--- src/rtl/ebca_pkg.sv ---
package ebca_pkg;

    // ****************************************************************
    // Register map (Wishbone byte addresses)
    // ****************************************************************
    localparam logic [3:0] ADDR_BUS_CONTROL   = 4'h0;
    localparam logic [3:0] ADDR_WAIT_CTRL_ONE = 4'h4;
    localparam logic [3:0] ADDR_WAIT_CTRL_TWO = 4'h8;
    localparam logic [3:0] ADDR_LONG_WAIT     = 4'hc;

    // ****************************************************************
    // Field positions and reset values
    // ****************************************************************
    localparam int         WARP_BIT           = 0;
    localparam int         MUX_IO_EN_BIT      = 1;
    localparam int         LONG_WAIT_W        = 2;
    localparam logic [7:0] BUS_CONTROL_RST    = 8'h00;
    localparam logic [7:0] WAIT_CTRL_ONE_RST  = 8'hff;
    localparam logic [7:0] WAIT_CTRL_TWO_RST  = 8'hff;
    localparam logic [1:0] LONG_WAIT_RST      = 2'h3;

    // ****************************************************************
    // Access kinds and state counts
    // ****************************************************************
    typedef enum logic [2:0] {
        EBCA_K_ORDINARY = 3'h0,
        EBCA_K_LONG     = 3'h1,
        EBCA_K_DRAM     = 3'h2,
        EBCA_K_MUX_IO   = 3'h3,
        EBCA_K_PERIPH   = 3'h4,
        EBCA_K_ONCHIP   = 3'h5
    } ebca_kind_e;

    localparam logic [3:0] STATES_ONE         = 4'h1;
    localparam logic [3:0] STATES_TWO         = 4'h2;
    localparam logic [3:0] STATES_PERIPH      = 4'h3;
    localparam logic [3:0] STATES_MUX_IO      = 4'h4;
    localparam logic [2:0] ONCHIP_ROM_MODE    = 3'h2;

    // Grant owners
    typedef enum logic [1:0] {
        EBCA_OWN_CPU     = 2'h0,
        EBCA_OWN_DMA     = 2'h1,
        EBCA_OWN_REFRESH = 2'h3,
        EBCA_OWN_EXT     = 2'h2
    } ebca_owner_e;

endpackage : ebca_pkg

--- src/rtl/ebca_sync.sv ---
module ebca_sync #(
    parameter int          WIDTH = 1,
    parameter logic [31:0] INIT  = 32'h0
) (
    // Clock and reset
    input  wire logic             clk,
    input  wire logic             resetn,
    // Data
    input  wire logic [WIDTH-1:0] din,
    output logic      [WIDTH-1:0] dout
);

    logic [WIDTH-1:0] stage;

    always_ff @(posedge clk or negedge resetn) begin
        if (!resetn) begin
            stage <= INIT[WIDTH-1:0];
            dout  <= INIT[WIDTH-1:0];
        end else begin
            stage <= din;
            dout  <= stage;
        end
    end

endmodule : ebca_sync

--- src/rtl/ebca_state_count.sv ---
module ebca_state_count (
    // Access kind and settings
    input  wire logic             is_write,
    input  wire logic [2:0]       kind,
    input  wire logic             area_wait_bit,
    input  wire logic             dram_pitch_bit,
    input  wire logic [1:0]       long_wait,
    // Result
    output logic      [3:0]       base_states,
    output logic                  wait_sampled
);

    logic [3:0] long_states;
    logic       ctl;

    // Register field 0..3 encodes one to four long waits
    assign long_states = {2'h0, long_wait} + 4'h1;
    // Write cycles: DRAM pitch comes from dram_pitch_bit, not the area bit
    assign ctl = (kind == ebca_pkg::EBCA_K_DRAM) ?
                 (is_write ? dram_pitch_bit : area_wait_bit) : area_wait_bit;

    always_comb begin
        base_states  = ebca_pkg::STATES_ONE;
        wait_sampled = 1'b0;
        case (kind)
            ebca_pkg::EBCA_K_ORDINARY: begin
                base_states  = (ctl || is_write) ? ebca_pkg::STATES_TWO : ebca_pkg::STATES_ONE;
                wait_sampled = ctl || is_write;
            end
            ebca_pkg::EBCA_K_LONG: begin
                base_states  = ebca_pkg::STATES_ONE + long_states;
                wait_sampled = ctl || is_write;
            end
            ebca_pkg::EBCA_K_DRAM: begin
                base_states  = ctl ? ebca_pkg::STATES_TWO : ebca_pkg::STATES_ONE;
                wait_sampled = ctl;
            end
            ebca_pkg::EBCA_K_MUX_IO: begin
                base_states  = ebca_pkg::STATES_MUX_IO;
                wait_sampled = 1'b1;
            end
            ebca_pkg::EBCA_K_PERIPH: begin
                base_states  = ebca_pkg::STATES_PERIPH;
                wait_sampled = 1'b0;
            end
            default: begin
                base_states  = ebca_pkg::STATES_ONE;
                wait_sampled = 1'b0;
            end
        endcase
    end

endmodule : ebca_state_count

--- src/rtl/ebca_top.sv ---
// Design decisions made here: the register addresses and the Wishbone register port.
module ebca_top (
    // Clock and reset
    input  wire logic        clk,
    input  wire logic        resetn,
    // Wishbone slave
    input  wire logic        wb_cyc_i,
    input  wire logic        wb_stb_i,
    input  wire logic        wb_we_i,
    input  wire logic [3:0]  wb_adr_i,
    input  wire logic [3:0]  wb_sel_i,
    input  wire logic [31:0] wb_dat_i,
    output logic      [31:0] wb_dat_o,
    output logic             wb_ack_o,
    // Pins
    input  wire logic        ext_bus_request_n,
    output logic             bus_ack_n,
    input  wire logic        wait_n,
    input  wire logic [2:0]  boot_mode_pins,
    // Internal requesters
    input  wire logic        refresh_req,
    input  wire logic        dma_req,
    input  wire logic        dma_write,
    input  wire logic        dma_single,
    input  wire logic [2:0]  dma_area,
    input  wire logic        dma_upper,
    input  wire logic        cpu_req,
    input  wire logic        cpu_write,
    input  wire logic [2:0]  cpu_area,
    input  wire logic        cpu_upper,
    input  wire logic        int_req,
    // Completion and status
    output logic             refresh_done,
    output logic             dma_done,
    output logic             cpu_done,
    output logic             int_done,
    output logic [1:0]       owner,
    output logic             bus_busy
);

    // ****************************************************************
    // Registers
    // ****************************************************************
    logic [7:0] bus_control_reg;
    logic [7:0] wait_ctrl_reg_one;
    logic [7:0] wait_ctrl_reg_two;
    logic [1:0] long_wait_count_reg;

    wire wb_req    = wb_cyc_i && wb_stb_i && !wb_ack_o;
    wire wb_wr     = wb_req && wb_we_i && wb_sel_i[0];
    wire hit_bcr   = (wb_adr_i == ebca_pkg::ADDR_BUS_CONTROL);
    wire hit_w1    = (wb_adr_i == ebca_pkg::ADDR_WAIT_CTRL_ONE);
    wire hit_w2    = (wb_adr_i == ebca_pkg::ADDR_WAIT_CTRL_TWO);
    wire hit_lw    = (wb_adr_i == ebca_pkg::ADDR_LONG_WAIT);
    logic [31:0] rd_mux;

    // Unmapped offsets read zero and still acknowledge
    always_comb begin
        if (hit_bcr) begin
            rd_mux = {24'h0, owner, bus_busy, bus_ack_n, bus_control_reg[3:0]};
        end else if (hit_w1) begin
            rd_mux = {24'h0, wait_ctrl_reg_one};
        end else if (hit_w2) begin
            rd_mux = {24'h0, wait_ctrl_reg_two};
        end else if (hit_lw) begin
            rd_mux = {30'h0, long_wait_count_reg};
        end else begin
            rd_mux = 32'h0;
        end
    end

    always_ff @(posedge clk or negedge resetn) begin
        if (!resetn) begin
            bus_control_reg     <= ebca_pkg::BUS_CONTROL_RST;
            wait_ctrl_reg_one   <= ebca_pkg::WAIT_CTRL_ONE_RST;
            wait_ctrl_reg_two   <= ebca_pkg::WAIT_CTRL_TWO_RST;
            long_wait_count_reg <= ebca_pkg::LONG_WAIT_RST;
            wb_ack_o            <= 1'b0;
            wb_dat_o            <= 32'h0;
        end else begin
            wb_ack_o <= wb_req;
            if (wb_req) begin
                wb_dat_o <= rd_mux;
            end
            if (wb_wr && hit_bcr) begin
                bus_control_reg <= {4'h0, wb_dat_i[3:0]};
            end
            if (wb_wr && hit_w1) begin
                wait_ctrl_reg_one <= wb_dat_i[7:0];
            end
            if (wb_wr && hit_w2) begin
                wait_ctrl_reg_two <= wb_dat_i[7:0];
            end
            if (wb_wr && hit_lw) begin
                long_wait_count_reg <= wb_dat_i[1:0];
            end
        end
    end

    // ****************************************************************
    // Pin synchronisers
    // ****************************************************************
    logic       ext_bus_request_n_s;
    logic       wait_s;
    logic [2:0] mode_s;

    ebca_sync #(.WIDTH(5), .INIT(32'h1f)) u_sync (
        .clk    (clk),
        .resetn (resetn),
        .din    ({ext_bus_request_n, wait_n, boot_mode_pins}),
        .dout   ({ext_bus_request_n_s, wait_s, mode_s})
    );

    // ****************************************************************
    // Access classification
    // ****************************************************************
    function automatic logic [2:0] classify(input logic [2:0] area, input logic upper,
                                            input logic mux_en, input logic [2:0] mode);
        if (area == 3'h5 && upper) begin
            classify = ebca_pkg::EBCA_K_PERIPH;
        end else if ((area == 3'h0 && mode == ebca_pkg::ONCHIP_ROM_MODE) ||
                     (area == 3'h7 && !upper)) begin
            classify = ebca_pkg::EBCA_K_ONCHIP;
        end else if (area == 3'h6 && !upper && mux_en) begin
            classify = ebca_pkg::EBCA_K_MUX_IO;
        end else if (area == 3'h1 && upper) begin
            classify = ebca_pkg::EBCA_K_DRAM;
        end else if (area == 3'h0 || area == 3'h2 || area == 3'h6) begin
            classify = ebca_pkg::EBCA_K_LONG;
        end else begin
            classify = ebca_pkg::EBCA_K_ORDINARY;
        end
    endfunction : classify

    // ****************************************************************
    // Arbiter and cycle sequencer
    // ****************************************************************
    typedef enum logic [1:0] {
        EBCA_IDLE    = 2'b00,
        EBCA_CYCLE   = 2'b01,
        EBCA_WAITING = 2'b11,
        EBCA_RELEASE = 2'b10
    } ebca_state_e;

    ebca_state_e state;
    logic [3:0]  cnt;
    logic        samp;
    logic        cur_ext_write;
    logic [3:0]  int_cnt;
    logic        int_busy;

    wire ext_req  = !ext_bus_request_n_s;
    wire sel_dma  = dma_req && !refresh_req;
    wire cyc_wr   = sel_dma ? dma_write : cpu_write;
    wire [2:0] cyc_area  = sel_dma ? dma_area : cpu_area;
    wire       cyc_upper = sel_dma ? dma_upper : cpu_upper;
    wire [2:0] cyc_kind  = classify(cyc_area, cyc_upper,
                                    bus_control_reg[ebca_pkg::MUX_IO_EN_BIT], mode_s);
    wire [7:0] wait_bits = cyc_wr ? wait_ctrl_reg_one : wait_ctrl_reg_two;
    wire [3:0] base_states;
    wire       wait_sampled;

    ebca_state_count u_count (
        .is_write       (cyc_wr),
        .kind           (cyc_kind),
        .area_wait_bit  (wait_bits[cyc_area]),
        .dram_pitch_bit (wait_ctrl_reg_one[1]),
        .long_wait      (long_wait_count_reg),
        .base_states    (base_states),
        .wait_sampled   (wait_sampled)
    );

    // Warp candidate: external write/single transfer lasting two states or more
    wire is_ext   = (cyc_kind != ebca_pkg::EBCA_K_PERIPH) &&
                    (cyc_kind != ebca_pkg::EBCA_K_ONCHIP);
    wire ext_wr   = is_ext && (cyc_wr || (sel_dma && dma_single));
    wire any_int  = refresh_req || dma_req || cpu_req;

    always_ff @(posedge clk or negedge resetn) begin
        if (!resetn) begin
            state         <= EBCA_IDLE;
            cnt           <= 4'h0;
            samp          <= 1'b0;
            owner         <= ebca_pkg::EBCA_OWN_CPU;
            bus_ack_n     <= 1'b1;
            refresh_done  <= 1'b0;
            dma_done      <= 1'b0;
            cpu_done      <= 1'b0;
            cur_ext_write <= 1'b0;
        end else begin
            refresh_done <= 1'b0;
            dma_done     <= 1'b0;
            cpu_done     <= 1'b0;
            case (state)
                EBCA_IDLE: begin
                    if (ext_req) begin
                        state     <= EBCA_RELEASE;
                        bus_ack_n <= 1'b0;
                        owner     <= ebca_pkg::EBCA_OWN_EXT;
                    end else if (refresh_req) begin
                        state <= EBCA_CYCLE;
                        owner <= ebca_pkg::EBCA_OWN_REFRESH;
                        cnt   <= ebca_pkg::STATES_TWO - 4'h1;
                        samp  <= 1'b0;
                    end else if (dma_req || cpu_req) begin
                        state         <= EBCA_CYCLE;
                        owner         <= sel_dma ? ebca_pkg::EBCA_OWN_DMA
                                                 : ebca_pkg::EBCA_OWN_CPU;
                        cnt           <= base_states - 4'h1;
                        samp          <= wait_sampled;
                        cur_ext_write <= ext_wr && (base_states >= ebca_pkg::STATES_TWO);
                    end
                end
                EBCA_CYCLE: begin
                    // one clock per state, wait sampled in the last state only, when samp is set
                    if (cnt != 4'h0) begin
                        cnt <= cnt - 4'h1;
                    end else if (samp && !wait_s) begin
                        state <= EBCA_WAITING;
                    end else begin
                        state         <= EBCA_IDLE;
                        cur_ext_write <= 1'b0;
                        refresh_done  <= (owner == ebca_pkg::EBCA_OWN_REFRESH);
                        dma_done      <= (owner == ebca_pkg::EBCA_OWN_DMA);
                        cpu_done      <= (owner == ebca_pkg::EBCA_OWN_CPU);
                    end
                end
                EBCA_WAITING: begin
                    if (wait_s) begin
                        state         <= EBCA_IDLE;
                        cur_ext_write <= 1'b0;
                        dma_done      <= (owner == ebca_pkg::EBCA_OWN_DMA);
                        cpu_done      <= (owner == ebca_pkg::EBCA_OWN_CPU);
                    end
                end
                default: begin
                    // refresh raises acknowledge, bus stays out
                    if (refresh_req) begin
                        bus_ack_n <= 1'b1;
                    end
                    if (!ext_req) begin
                        state     <= EBCA_IDLE;
                        bus_ack_n <= 1'b1;
                        owner     <= ebca_pkg::EBCA_OWN_CPU;
                    end
                end
            endcase
        end
    end

    assign bus_busy = (state != EBCA_IDLE);

    // ****************************************************************
    // Internal access path, overlaps external writes in warp mode
    // ****************************************************************
    // warp allows parallel internal access
    // overlap from the second state on
    // A cycle the sequencer takes at this same edge keeps the internal path out
    wire int_go = int_req && !int_busy &&
                  ((!bus_busy && !any_int) ||
                   (bus_control_reg[ebca_pkg::WARP_BIT] && cur_ext_write &&
                    state == EBCA_CYCLE));

    always_ff @(posedge clk or negedge resetn) begin
        if (!resetn) begin
            int_busy <= 1'b0;
            int_cnt  <= 4'h0;
            int_done <= 1'b0;
        end else begin
            int_done <= 1'b0;
            if (int_go) begin
                int_busy <= 1'b1;
                int_cnt  <= ebca_pkg::STATES_PERIPH - 4'h1;
            end else if (int_busy && int_cnt != 4'h0) begin
                int_cnt <= int_cnt - 4'h1;
            end else if (int_busy) begin
                int_busy <= 1'b0;
                int_done <= 1'b1;
            end
        end
    end

endmodule : ebca_top

--- config.mk ---
export PLATFORM = sky130hd
export DESIGN_NAME = ebca_top
export DESIGN_NICKNAME = d
export VERILOG_FILES = /design/src/rtl/ebca_pkg.sv /design/src/rtl/ebca_sync.sv /design/src/rtl/ebca_state_count.sv /design/src/rtl/ebca_top.sv
export SDC_FILE = /design/constraint.sdc
export NUM_CORES = 1
export LEC_CHECK = 0
export BUFFER_PORTS_ARGS = -buffer_cell sky130_fd_sc_hd__buf_2
export CAP_MARGIN = 40
export CORE_MARGIN = 5
export CORE_UTILIZATION = 55
export CTS_CLUSTER_DIAMETER = 150
export DETAILED_ROUTE_END_ITERATION = 10
export GPL_ROUTABILITY_DRIVEN = 0
export GPL_TIMING_DRIVEN = 0
export PLACE_DENSITY = 0.81
export SYNTH_ARGS = -nofsm -noshare
export SYNTH_HDL_FRONTEND = slang
export SYNTH_SLANG_ARGS = --single-unit
--- constraint.sdc ---
create_clock -name clk -period 3.72 [get_ports clk]
set_input_delay 0.186 -clock clk [delete_from_list [all_inputs] [get_ports clk]]
set_output_delay 0.186 -clock clk [all_outputs]
set_load 0.05 [all_outputs]
==> results of run 1 <==
[Yosys cell counts, types with 7 or more instances]
master	count	area, µm²
nand2_1	36	135.1
dfrtp_1	32	800.8
dfstp_2	29	762.0
buf_4	25	187.7
mux2_2	25	281.5
nor2_1	25	93.84
o21ai_0	24	120.1
a21oi_1	23	115.1
inv_1	18	67.56
nand2b_1	10	62.56
nand3_1	10	50.05
a222oi_1	7	70.07
ha_1	7	87.58
[area by class of cell]
class / instances / share of cell area (%)
plain buffers: 34 / 5.424
clock buffers: 10 / 2.990
repair buffers: 62 / 8.443
inverters: 18 / 1.583
well taps: 77 / 2.257
multi-input cells: 271 / 41.19
clock inverters: 6 / 1.495
flip-flops and latches: 61 / 36.62
[layer usage]
metal	wire length (µm)	share of wire (%)	vias to the layer above	global-route usage (%)
li1	-	-	1441	-
met1	3520	43	1405	27.41
met2	3800	47	121	31.59
met3	639	7.9	12	4.508
met4	167	2.1	0	9.305
met5	0	0	-	0
[per-stage QoR]
step | util (%) | total power [mW] | setup slack, ps
floorplan | - | 1.394 | 1275
global placement | 63.14 | 1.546 | 869.0
detailed placement | 63.61 | 1.579 | 782.2
CTS | 67.60 | 2.150 | 1151
global route | 67.60 | 2.278 | 920.2
finish | 67.60 | 2.143 | 1111
[cell usage in the layout (no fill, tap or decap), drive strengths merged, types with 6 or more instances in the layout]
cell type / instances
dfstp: 29
dlygate4sd3: 6
nand2b: 11
a222oi: 7
dfrtp: 32
o21ai: 26
a21oi: 24
nor2: 25
mux2i: 6
inv: 18
clkbuf: 16
mux2: 26
ha: 7
conb: 24
nor3b: 6
buf: 83
nor3: 6
nand2: 36
nand3: 10
[path summary, 6_finish.rpt]
kind | to | startpoint
max | cnt[1]$_DFFE_PN0P_ | refresh_req
min | long_wait_count_reg[0]$_DFFE_PN1P_ | wb_dat_i[0]
max reg2reg | cnt[1]$_DFFE_PN0P_ | u_sync.dout[1]$_DFF_PN1_
min reg2reg | u_sync.dout[1]$_DFF_PN1_ | u_sync.stage[1]$_DFF_PN1_
max in group asynchronous | wait_ctrl_reg_one[3]$_DFFE_PN1P_ | resetn
min in group asynchronous | wb_dat_o[7]$_DFFE_PN0P_ | resetn
[critical path, delay by kind of cell]
family / cells / cell delay (ps)
compound gates: 6 / 950
simple gates: 2 / 280
fa+ha+maj: 1 / 300
mux: 2 / 660
buf+inv: 3 / 440
[where the power goes]
group	switching (mW)	internal (mW)
sequential	0.105	0.792
combinational	0.441	0.243
clock	0.256	0.308
total	0.801	1.34
[cell families after synthesis]
family                     Yosys count  share of synthesized area [%]
and+or+nand+nor                    117                          16.93
AOI/OAI and AO/OA                   85                          16.22
DFF                                 61                          44.23
buffers and inverters               52                          8.463
muxes                               32                          10.09
adders and majority gates            7                          2.479
xor gates and xnor gates             6                          1.488
other                                1                         0.1061
==> flow_metrics.tcl, run 1 <==
set metrics [dict create \
    status "completed" \
    final_nets 529 \
    ys_types 61 \
    period_share_pct 70.14 \
    max_freq_mhz 383.2 \
    cp_max_fo 10 \
    clk-insertion-delay-late_ps 340 \
    cts_tree "yes" \
    synth_edf_count 0 \
    portBuffers 54 \
    drt_iter0_markers 310 \
    die_y_um 90.15 \
    io_pins 106 \
    num_antenna_cells 0 \
    clkTransAtPathRegs_ps 70 \
    peakVddDrop_mv 0.4293 \
    max_stage_delay_ps 380 \
    p_leak_nw 2.019 \
    drive_gt1_share_pct 35.28 \
    cts_buffers 9 \
    root_buffer "clkbuf_8" \
    drc_errors 0 \
    num_rows 29 \
    r2r_slack_ps 1270 \
    syn_inst 361 \
    setup_tns_ps 0 \
    rsz0062_at_grt "no" \
    cts.sinks 61 \
    end_kind "flip-flop" \
    first_global_vias 2861 \
    multiInputGateArea_um2 1758 \
    cts_buffer_depth 2 \
    grt_max_degree 36 \
    viasPerCell 5.527 \
    grt_util_all_layers_pct 20.44 \
    holdWs_ps 103.4 \
    period_minus_slack_ps 2609 \
    placed_cell_area_um2 4016 \
    power_density_nw_per_um2 502.1 \
    avgSynthCellArea_um2 9.788 \
    ys_seq_area_share_pct 44.23 \
    yosysWarnings 0 \
    hpwl_mm 6.166 \
    fin_area_um2 4268 \
    ant_nets 0 \
    grt.overflow.total 0 \
    syn_area_um2 3533 \
    hold_class "input port to flip-flop" \
    n_fill_cell 510 \
    htree_num_levels 3 \
    routedWlPerCell_um 15.08 \
    synthToLayoutAreaGrowth_pct 20.79 \
    start_kind "input port" \
    crit_chain "buf_2 > nand2b_2 > mux2i_1 > buf_4 > mux2_2 > a22o_1 > o22a_1 > a21oi_2 > inv_1 > ha_1 > a21oi_1 > a21oi_1 > nand2_1 > o21ai_0" \
    tightest_slew_ps 843.2 \
    critPathSlowestCell "mux2_2" \
    final_cells 539 \
    grt_pass1_wl_mm 13.60 \
    core_um2 6314 \
    wl_mm 8.127 \
    synthArstFlopShare_pct 100.0 \
    hold_buffers 6 \
    relSlewSlack_pct 43.32 \
    die_x_um 90.15 \
    crit_top_cell "a21oi_1" \
    die-area_um2 8127 \
    final-setup-viol-count 0 \
    hold_path_depth 3 \
    dp.cells 517 \
    vias 2979 \
    antenna_found_initial 0 \
    path_class "input port to flip-flop" \
    slew_violations 0 \
    cts_setup_buffers 0 \
    fin_skew_ps 6.094 \
    crit_arrival_ps 2800 \
    dr.pass1.iters 5 \
    seq_area_um2 1563 \
    ctsResizeCount 0 \
    finalHoldViolCount 0 \
    cp.required_ps 3910 \
    top_regs "wait_ctrl_reg_one: 8 flops, wait_ctrl_reg_two: 8 flops, wb_dat_o: 8 flops" \
    initial_core_util_pct 55.97 \
    ys_seq_elements 61 \
    max-cap-violations 0 \
    synth_ff_type "dfrtp_1" \
    ff2ff_path_depth 11 \
]
(Power assumes the default switching activity.)
==> run 2: changes to the inputs <==
--- a/config.mk
+++ b/config.mk
@@ -8,12 +8,12 @@
 export BUFFER_PORTS_ARGS = -buffer_cell sky130_fd_sc_hd__buf_2
 export CAP_MARGIN = 40
 export CORE_MARGIN = 5
-export CORE_UTILIZATION = 55
+export CORE_UTILIZATION = 52
 export CTS_CLUSTER_DIAMETER = 150
 export DETAILED_ROUTE_END_ITERATION = 10
 export GPL_ROUTABILITY_DRIVEN = 0
 export GPL_TIMING_DRIVEN = 0
-export PLACE_DENSITY = 0.81
+export PLACE_DENSITY = 0.77
 export SYNTH_ARGS = -nofsm -noshare
 export SYNTH_HDL_FRONTEND = slang
 export SYNTH_SLANG_ARGS = --single-unit
==> constraint.sdc (replaced) <==
create_clock -name clk -period 2.75 [get_ports clk]
set_input_delay 0.1375 -clock clk [delete_from_list [all_inputs] [get_ports clk]]
set_output_delay 0.1375 -clock clk [all_outputs]
set_load 0.05 [all_outputs]
==> run 2 against run 1 <==
First-iteration DRC count down 28%. Global-route usage down 0.56 points. Power up 37%. Final cell count up 0.56%. Flip-flop and latch count unchanged. Via count unchanged.
==> flow_metrics.tcl, run 2 (synthesized netlist as in run 1, its figures left out) <==
set metrics [dict create \
    crit_buf_inv 3 \
    cts_buffers 9 \
    max_stage_delay_ps 380 \
    final-setup-viol-count 0 \
    start_kind "input port" \
    power_density_nw_per_um2 688.3 \
    portBuffers 54 \
    path_class "input port to flip-flop" \
    core_um2 6719 \
    num_rows 30 \
    end_kind "flip-flop" \
    fin_skew_ps 9.045 \
    final_cells 542 \
    relSlewSlack_pct 44.01 \
    clk-insertion-delay-late_ps 340 \
    final_common_cell "buf_2" \
    antenna_found_initial 0 \
    multiInputGateArea_um2 1758 \
    cts_buffer_depth 2 \
    crit_top_cell "a21oi_1" \
    hpwl_mm 6.157 \
    cp.required_ps 2940 \
    max-cap-violations 0 \
    rsz0062_at_grt "no" \
    die-area_um2 8543 \
    cts.sinks 61 \
    root_buffer "clkbuf_8" \
    dp.cells 520 \
    cts_setup_buffers 0 \
    drc_errors 0 \
    die_x_um 92.43 \
    top_regs "wait_ctrl_reg_one: 8 flops, wait_ctrl_reg_two: 8 flops, wb_dat_o: 8 flops" \
    dp_slack_ps -134.4 \
    viasPerCell 5.496 \
    htree_num_levels 3 \
    p_leak_nw 2.030 \
    die_y_um 92.43 \
    tightest_slew_ps 832.9 \
    n_fill_cell 553 \
    routedWlPerCell_um 15.24 \
    seq_area_um2 1563 \
    drive_gt1_share_pct 35.28 \
    hold_class "input port to flip-flop" \
    dr.pass1.iters 5 \
    clkTransAtPathRegs_ps 70 \
    wl_mm 8.261 \
    crit_chain "buf_2 > nand2b_2 > mux2i_1 > buf_4 > mux2_2 > a22o_1 > o22a_1 > a21oi_2 > inv_1 > ha_1 > a21oi_1 > a21oi_1 > nand2_1 > o21ai_0" \
    critPathSlowestCell "mux2_2" \
    drt_iter0_markers 222 \
    grt.overflow.total 0 \
    cts_tree "yes" \
    finalWorstSetupSlack_ps 211.0 \
    num_antenna_cells 0 \
    ctsResizeCount 0 \
    vias 2979 \
    grt_max_degree 35 \
    crit_arrival_ps 2730 \
    finalHoldViolCount 0 \
    max_freq_mhz 393.9 \
    period_minus_slack_ps 2539 \
    peakVddDrop_mv 0.5818 \
    grt_pass1_wl_mm 13.61 \
    synthToLayoutAreaGrowth_pct 21.07 \
    ant_nets 0 \
    grt_util_all_layers_pct 19.88 \
    period_share_pct 92.33 \
    most-common-layout-cells "57 x buf_2, 36 x nand2_1, 32 x dfrtp_1" \
    initial_core_util_pct 52.59 \
    cp_top_family "compound AO/OA/AOI/OAI gates" \
    final_nets 529 \
    status "completed" \
    slew_violations 0 \
    first_global_vias 2914 \
    io_pins 106 \
    cp_max_fo 10 \
]
[run 2: per-layer routing]
metal	vias to the layer above	GRT usage [%]	routed length, µm
met5	-	0	0
met4	0	5.817	121
li1	1442	-	-
met1	1412	26.52	3722
met3	10	5.686	623
met2	115	31.48	3793
[run 2: repair_timing]
item	in CTS	in global routing
endpoints found under the hold margin	26	0
setup endpoints to repair	0	0
hold buffers	6	0
[run 2: path summary, 6_finish.rpt]
check	startpoint	endpoint	slack (ps)	cells after the start
max	dma_req	cnt[1]$_DFFE_PN0P_	210	14
min	wb_dat_i[2]	wait_ctrl_reg_two[2]$_DFFE_PN1P_	50	2
max reg2reg	cnt[0]$_DFFE_PN0P_	cur_ext_write$_DFFE_PN0P_	300	9
min reg2reg	u_sync.stage[1]$_DFF_PN1_	u_sync.dout[1]$_DFF_PN1_	360	0
max in group asynchronous	resetn	wait_ctrl_reg_one[2]$_DFFE_PN1P_	1660	3
min in group asynchronous	resetn	int_cnt[2]$_DFFE_PN0P_	410	2
[run 2: final cells by class]
cell class	instances	share of cell area, %
Buffer	34	5.411
Clock buffer	12	3.627
Clock inverter	4	1.111
Inverter	18	1.579
Multi-Input combinational cell	271	41.09
Sequential cell	61	36.53
Tap cell	80	2.340
Timing Repair Buffer	62	8.307
[run 2: report_power, final]
part           leakage (nW)  switching [mW]  internal (mW)
logic                  1.20           0.605          0.326
clock network         0.102           0.336          0.465
registers             0.727           0.142           1.07
total                  2.03            1.08           1.86
[run 2: stage by stage]
step / TNS, ps / util [%] / power (mW) / area, µm² / hold slack, ps
after floorplan: 0 / - / 1.886 / 3620 / -158.1
after global placement: -59.59 / 59.39 / 2.093 / 3990 / 242.8
after detailed placement: -203.8 / 59.76 / 2.131 / 4015 / 244.4
after CTS: 0 / 63.67 / 2.950 / 4278 / 38.24
after global routing: 0 / 63.67 / 3.128 / 4278 / 46.04
final: 0 / 63.67 / 2.945 / 4278 / 54.93
==> run 3: changes to the inputs <==
--- a/config.mk
+++ b/config.mk
@@ -14,6 +14,7 @@
 export GPL_ROUTABILITY_DRIVEN = 0
 export GPL_TIMING_DRIVEN = 0
 export PLACE_DENSITY = 0.77
+export SLEW_MARGIN = 10
 export SYNTH_ARGS = -nofsm -noshare
 export SYNTH_HDL_FRONTEND = slang
 export SYNTH_SLANG_ARGS = --single-unit
==> constraint.sdc (replaced) <==
create_clock -name clk -period 2.8 [get_ports clk]
set_input_delay 0.14 -clock clk [delete_from_list [all_inputs] [get_ports clk]]
set_output_delay 0.14 -clock clk [all_outputs]
set_load 0.05 [all_outputs]
==> run 3 against run 2 <==
Sequential share of layout area is 0.064 points higher. Non-clock buffer count shrank 2. Core utilization decreased by 0.11 points. Critical path depth unchanged. Register-to-register slack gained 40 ps. Worst setup slack improved by 65 ps. Critical endpoint unchanged. Largest cell class unchanged.
==> flow_metrics.tcl, run 3 (synthesized netlist as in run 1, its figures left out) <==
set metrics [dict create \
    status "completed" \
    swShare_pct 36.28 \
    path_class "input port to flip-flop" \
    p_leak_nw 2.020 \
    wl_mm 8.228 \
    routedWlPerCell_um 15.24 \
    cp.required_ps 3000 \
    final_cells 540 \
    met2WireLength_mm 3.729 \
    top_layer "met4" \
    final-setup-viol-count 0 \
    num_antenna_cells 0 \
    final_common_cell "buf_2" \
    io_pins 106 \
    hold_class "input port to flip-flop" \
    root_buffer "clkbuf_8" \
    cts_buffers 9 \
    wl_met3_um 576 \
    crit_buf_inv 3 \
    holdWs_ps 45.41 \
    end_kind "flip-flop" \
    die_y_um 92.43 \
    drive_gt1_share_pct 35.22 \
    drc_errors 0 \
    htree_num_levels 3 \
    wl_met1_mm 3.834 \
    synthToLayoutAreaGrowth_pct 20.86 \
    fin_skew_ps 6.666 \
    clk-insertion-delay-late_ps 340 \
    power.total_mw 2.907 \
    hpwl_mm 6.148 \
    dr.pass1.iters 6 \
    portBuffers 54 \
    rsz0062_at_grt "no" \
    utilization_pct 63.56 \
    cp_max_fo 10 \
    drt_iter0_markers 233 \
    viasPerCell 5.431 \
    initial_core_util_pct 52.59 \
    max_freq_mhz 396.3 \
    power.switching_mw 1.055 \
    crit_arrival_ps 2720 \
    p_int_mw 1.852 \
    tightest_slew_ps 798.5 \
    ctsResizeCount 0 \
    grt_pass1_wl_mm 13.61 \
    crit_top_cell "a21oi_1" \
    num_rows 30 \
    critPathSlowestCell "mux2_2" \
    final_nets 527 \
    combinationalPowerShare_pct 31.1 \
    die-area_um2 8543 \
    cts_tree "yes" \
    power_frac_clock_pct 28.0 \
    dp.cells 518 \
    first_global_vias 2888 \
    pwr-share-seq_pct 40.9 \
    clkTransAtPathRegs_ps 60 \
    vias 2933 \
    cts.sinks 61 \
    n_fill_cell 554 \
    grt.overflow.total 0 \
    max_stage_delay_ps 370 \
    grt_max_degree 62 \
    finalHoldViolCount 0 \
    cp_top_family "compound AO/OA/AOI/OAI gates" \
    cts_setup_buffers 0 \
    die_x_um 92.43 \
    start_kind "input port" \
    cts_buffer_depth 2 \
    period_share_pct 90.13 \
    top_regs "wait_ctrl_reg_one: 8 flops, wait_ctrl_reg_two: 8 flops, wb_dat_o: 8 flops" \
    period_minus_slack_ps 2524 \
    ant_nets 0 \
    relSlewSlack_pct 46.32 \
    most-common-layout-cells "55 x buf_2, 36 x nand2_1, 32 x dfrtp_1" \
    grt_util_all_layers_pct 20.12 \
    max-cap-violations 0 \
    power_density_nw_per_um2 680.8 \
    slew_violations 0 \
    core_um2 6719 \
    crit_chain "buf_2 > nand2b_2 > mux2i_1 > buf_4 > mux2_2 > a22o_1 > o22a_1 > a21oi_2 > inv_1 > ha_1 > a21oi_1 > a21oi_1 > nand2_1 > o21ai_0" \
    antenna_found_initial 0 \
    peakVddDrop_mv 0.5117 \
]
[run 3: cell types whose count changed in the layout (fill, tap and decap cells not counted), sizes merged]
cell    delta
buf        -2
clkbuf     +1
clkinv     -1
[run 3: power groups by stage]
stage | combinational [mW] | clock [mW] | sequential [mW]
after floorplan | 0.585 | 0 | 1.27
after global placement | 0.862 | 0 | 1.19
after detailed placement | 0.894 | 0 | 1.20
after CTS | 0.904 | 0.825 | 1.19
after global routing | 1.01 | 0.876 | 1.21
final | 0.904 | 0.814 | 1.19
[run 3: per-stage QoR]
step / cell area, µm² / setup TNS [ps] / setup WS [ps]
5_1_grt: 4270 / 0 / 94.78
6_report: 4270 / 0 / 276.4
3_3_place_gp: 3990 / -12.09 / -12.09
3_5_place_dp: 3999 / -80.82 / -80.82
4_1_cts: 4270 / 0 / 274.4
2_1_floorplan: 3620 / 0 / 400.5
[run 3: cell type report]
cell class                 instances  area (µm²)  area share [%]
multi-input combinational        271        1764           41.31
sequential                        61        1563           36.60
timing repair buffer              60       332.8           7.794
buffer                            34       231.5           5.420
clock buffer                      13       168.9           3.955
tap                               80       100.1           2.344
inverter                          18       67.56           1.582
clock inverter                     3       42.54          0.9962
[run 3: routing by layer]
metal / up-vias / track usage, %
met5: - / 0
met3: 9 / 6.580
li1: 1436 / -
met4: 0 / 5.941
met2: 110 / 30.45
met1: 1378 / 27.51
[run 3: worst paths after layout]
kind	start	end	slack, ps	cells after the start
max	dma_req	cnt[1]$_DFFE_PN0P_	280	14
min	wb_dat_i[7]	wait_ctrl_reg_two[7]$_DFFE_PN1P_	50	2
max reg2reg	u_sync.dout[1]$_DFF_PN1_	cnt[1]$_DFFE_PN0P_	340	11
min reg2reg	u_sync.stage[2]$_DFF_PN1_	u_sync.dout[2]$_DFF_PN1_	350	0
max in group asynchronous	resetn	wb_dat_o[0]$_DFFE_PN0P_	1910	2
min in group asynchronous	resetn	int_cnt[1]$_DFFE_PN0P_	410	2
[run 3: repair_timing]
action | CTS | global route
hold buffers | 6 | 0
setup endpoints to repair | 0 | 0
endpoints found under the hold margin | 37 | 0
[run 3: worst reg2reg max path: stages, from the launching register on]
cell     delay [ps]
dfstp_2         510
nor3b_1         290
and3_1          260
a31o_4          140
o22ai_1         110
a21oi_2         280
inv_1            70
ha_1            290
a21oi_1         160
a21oi_1          60
nand2_1          70
o21ai_0          80
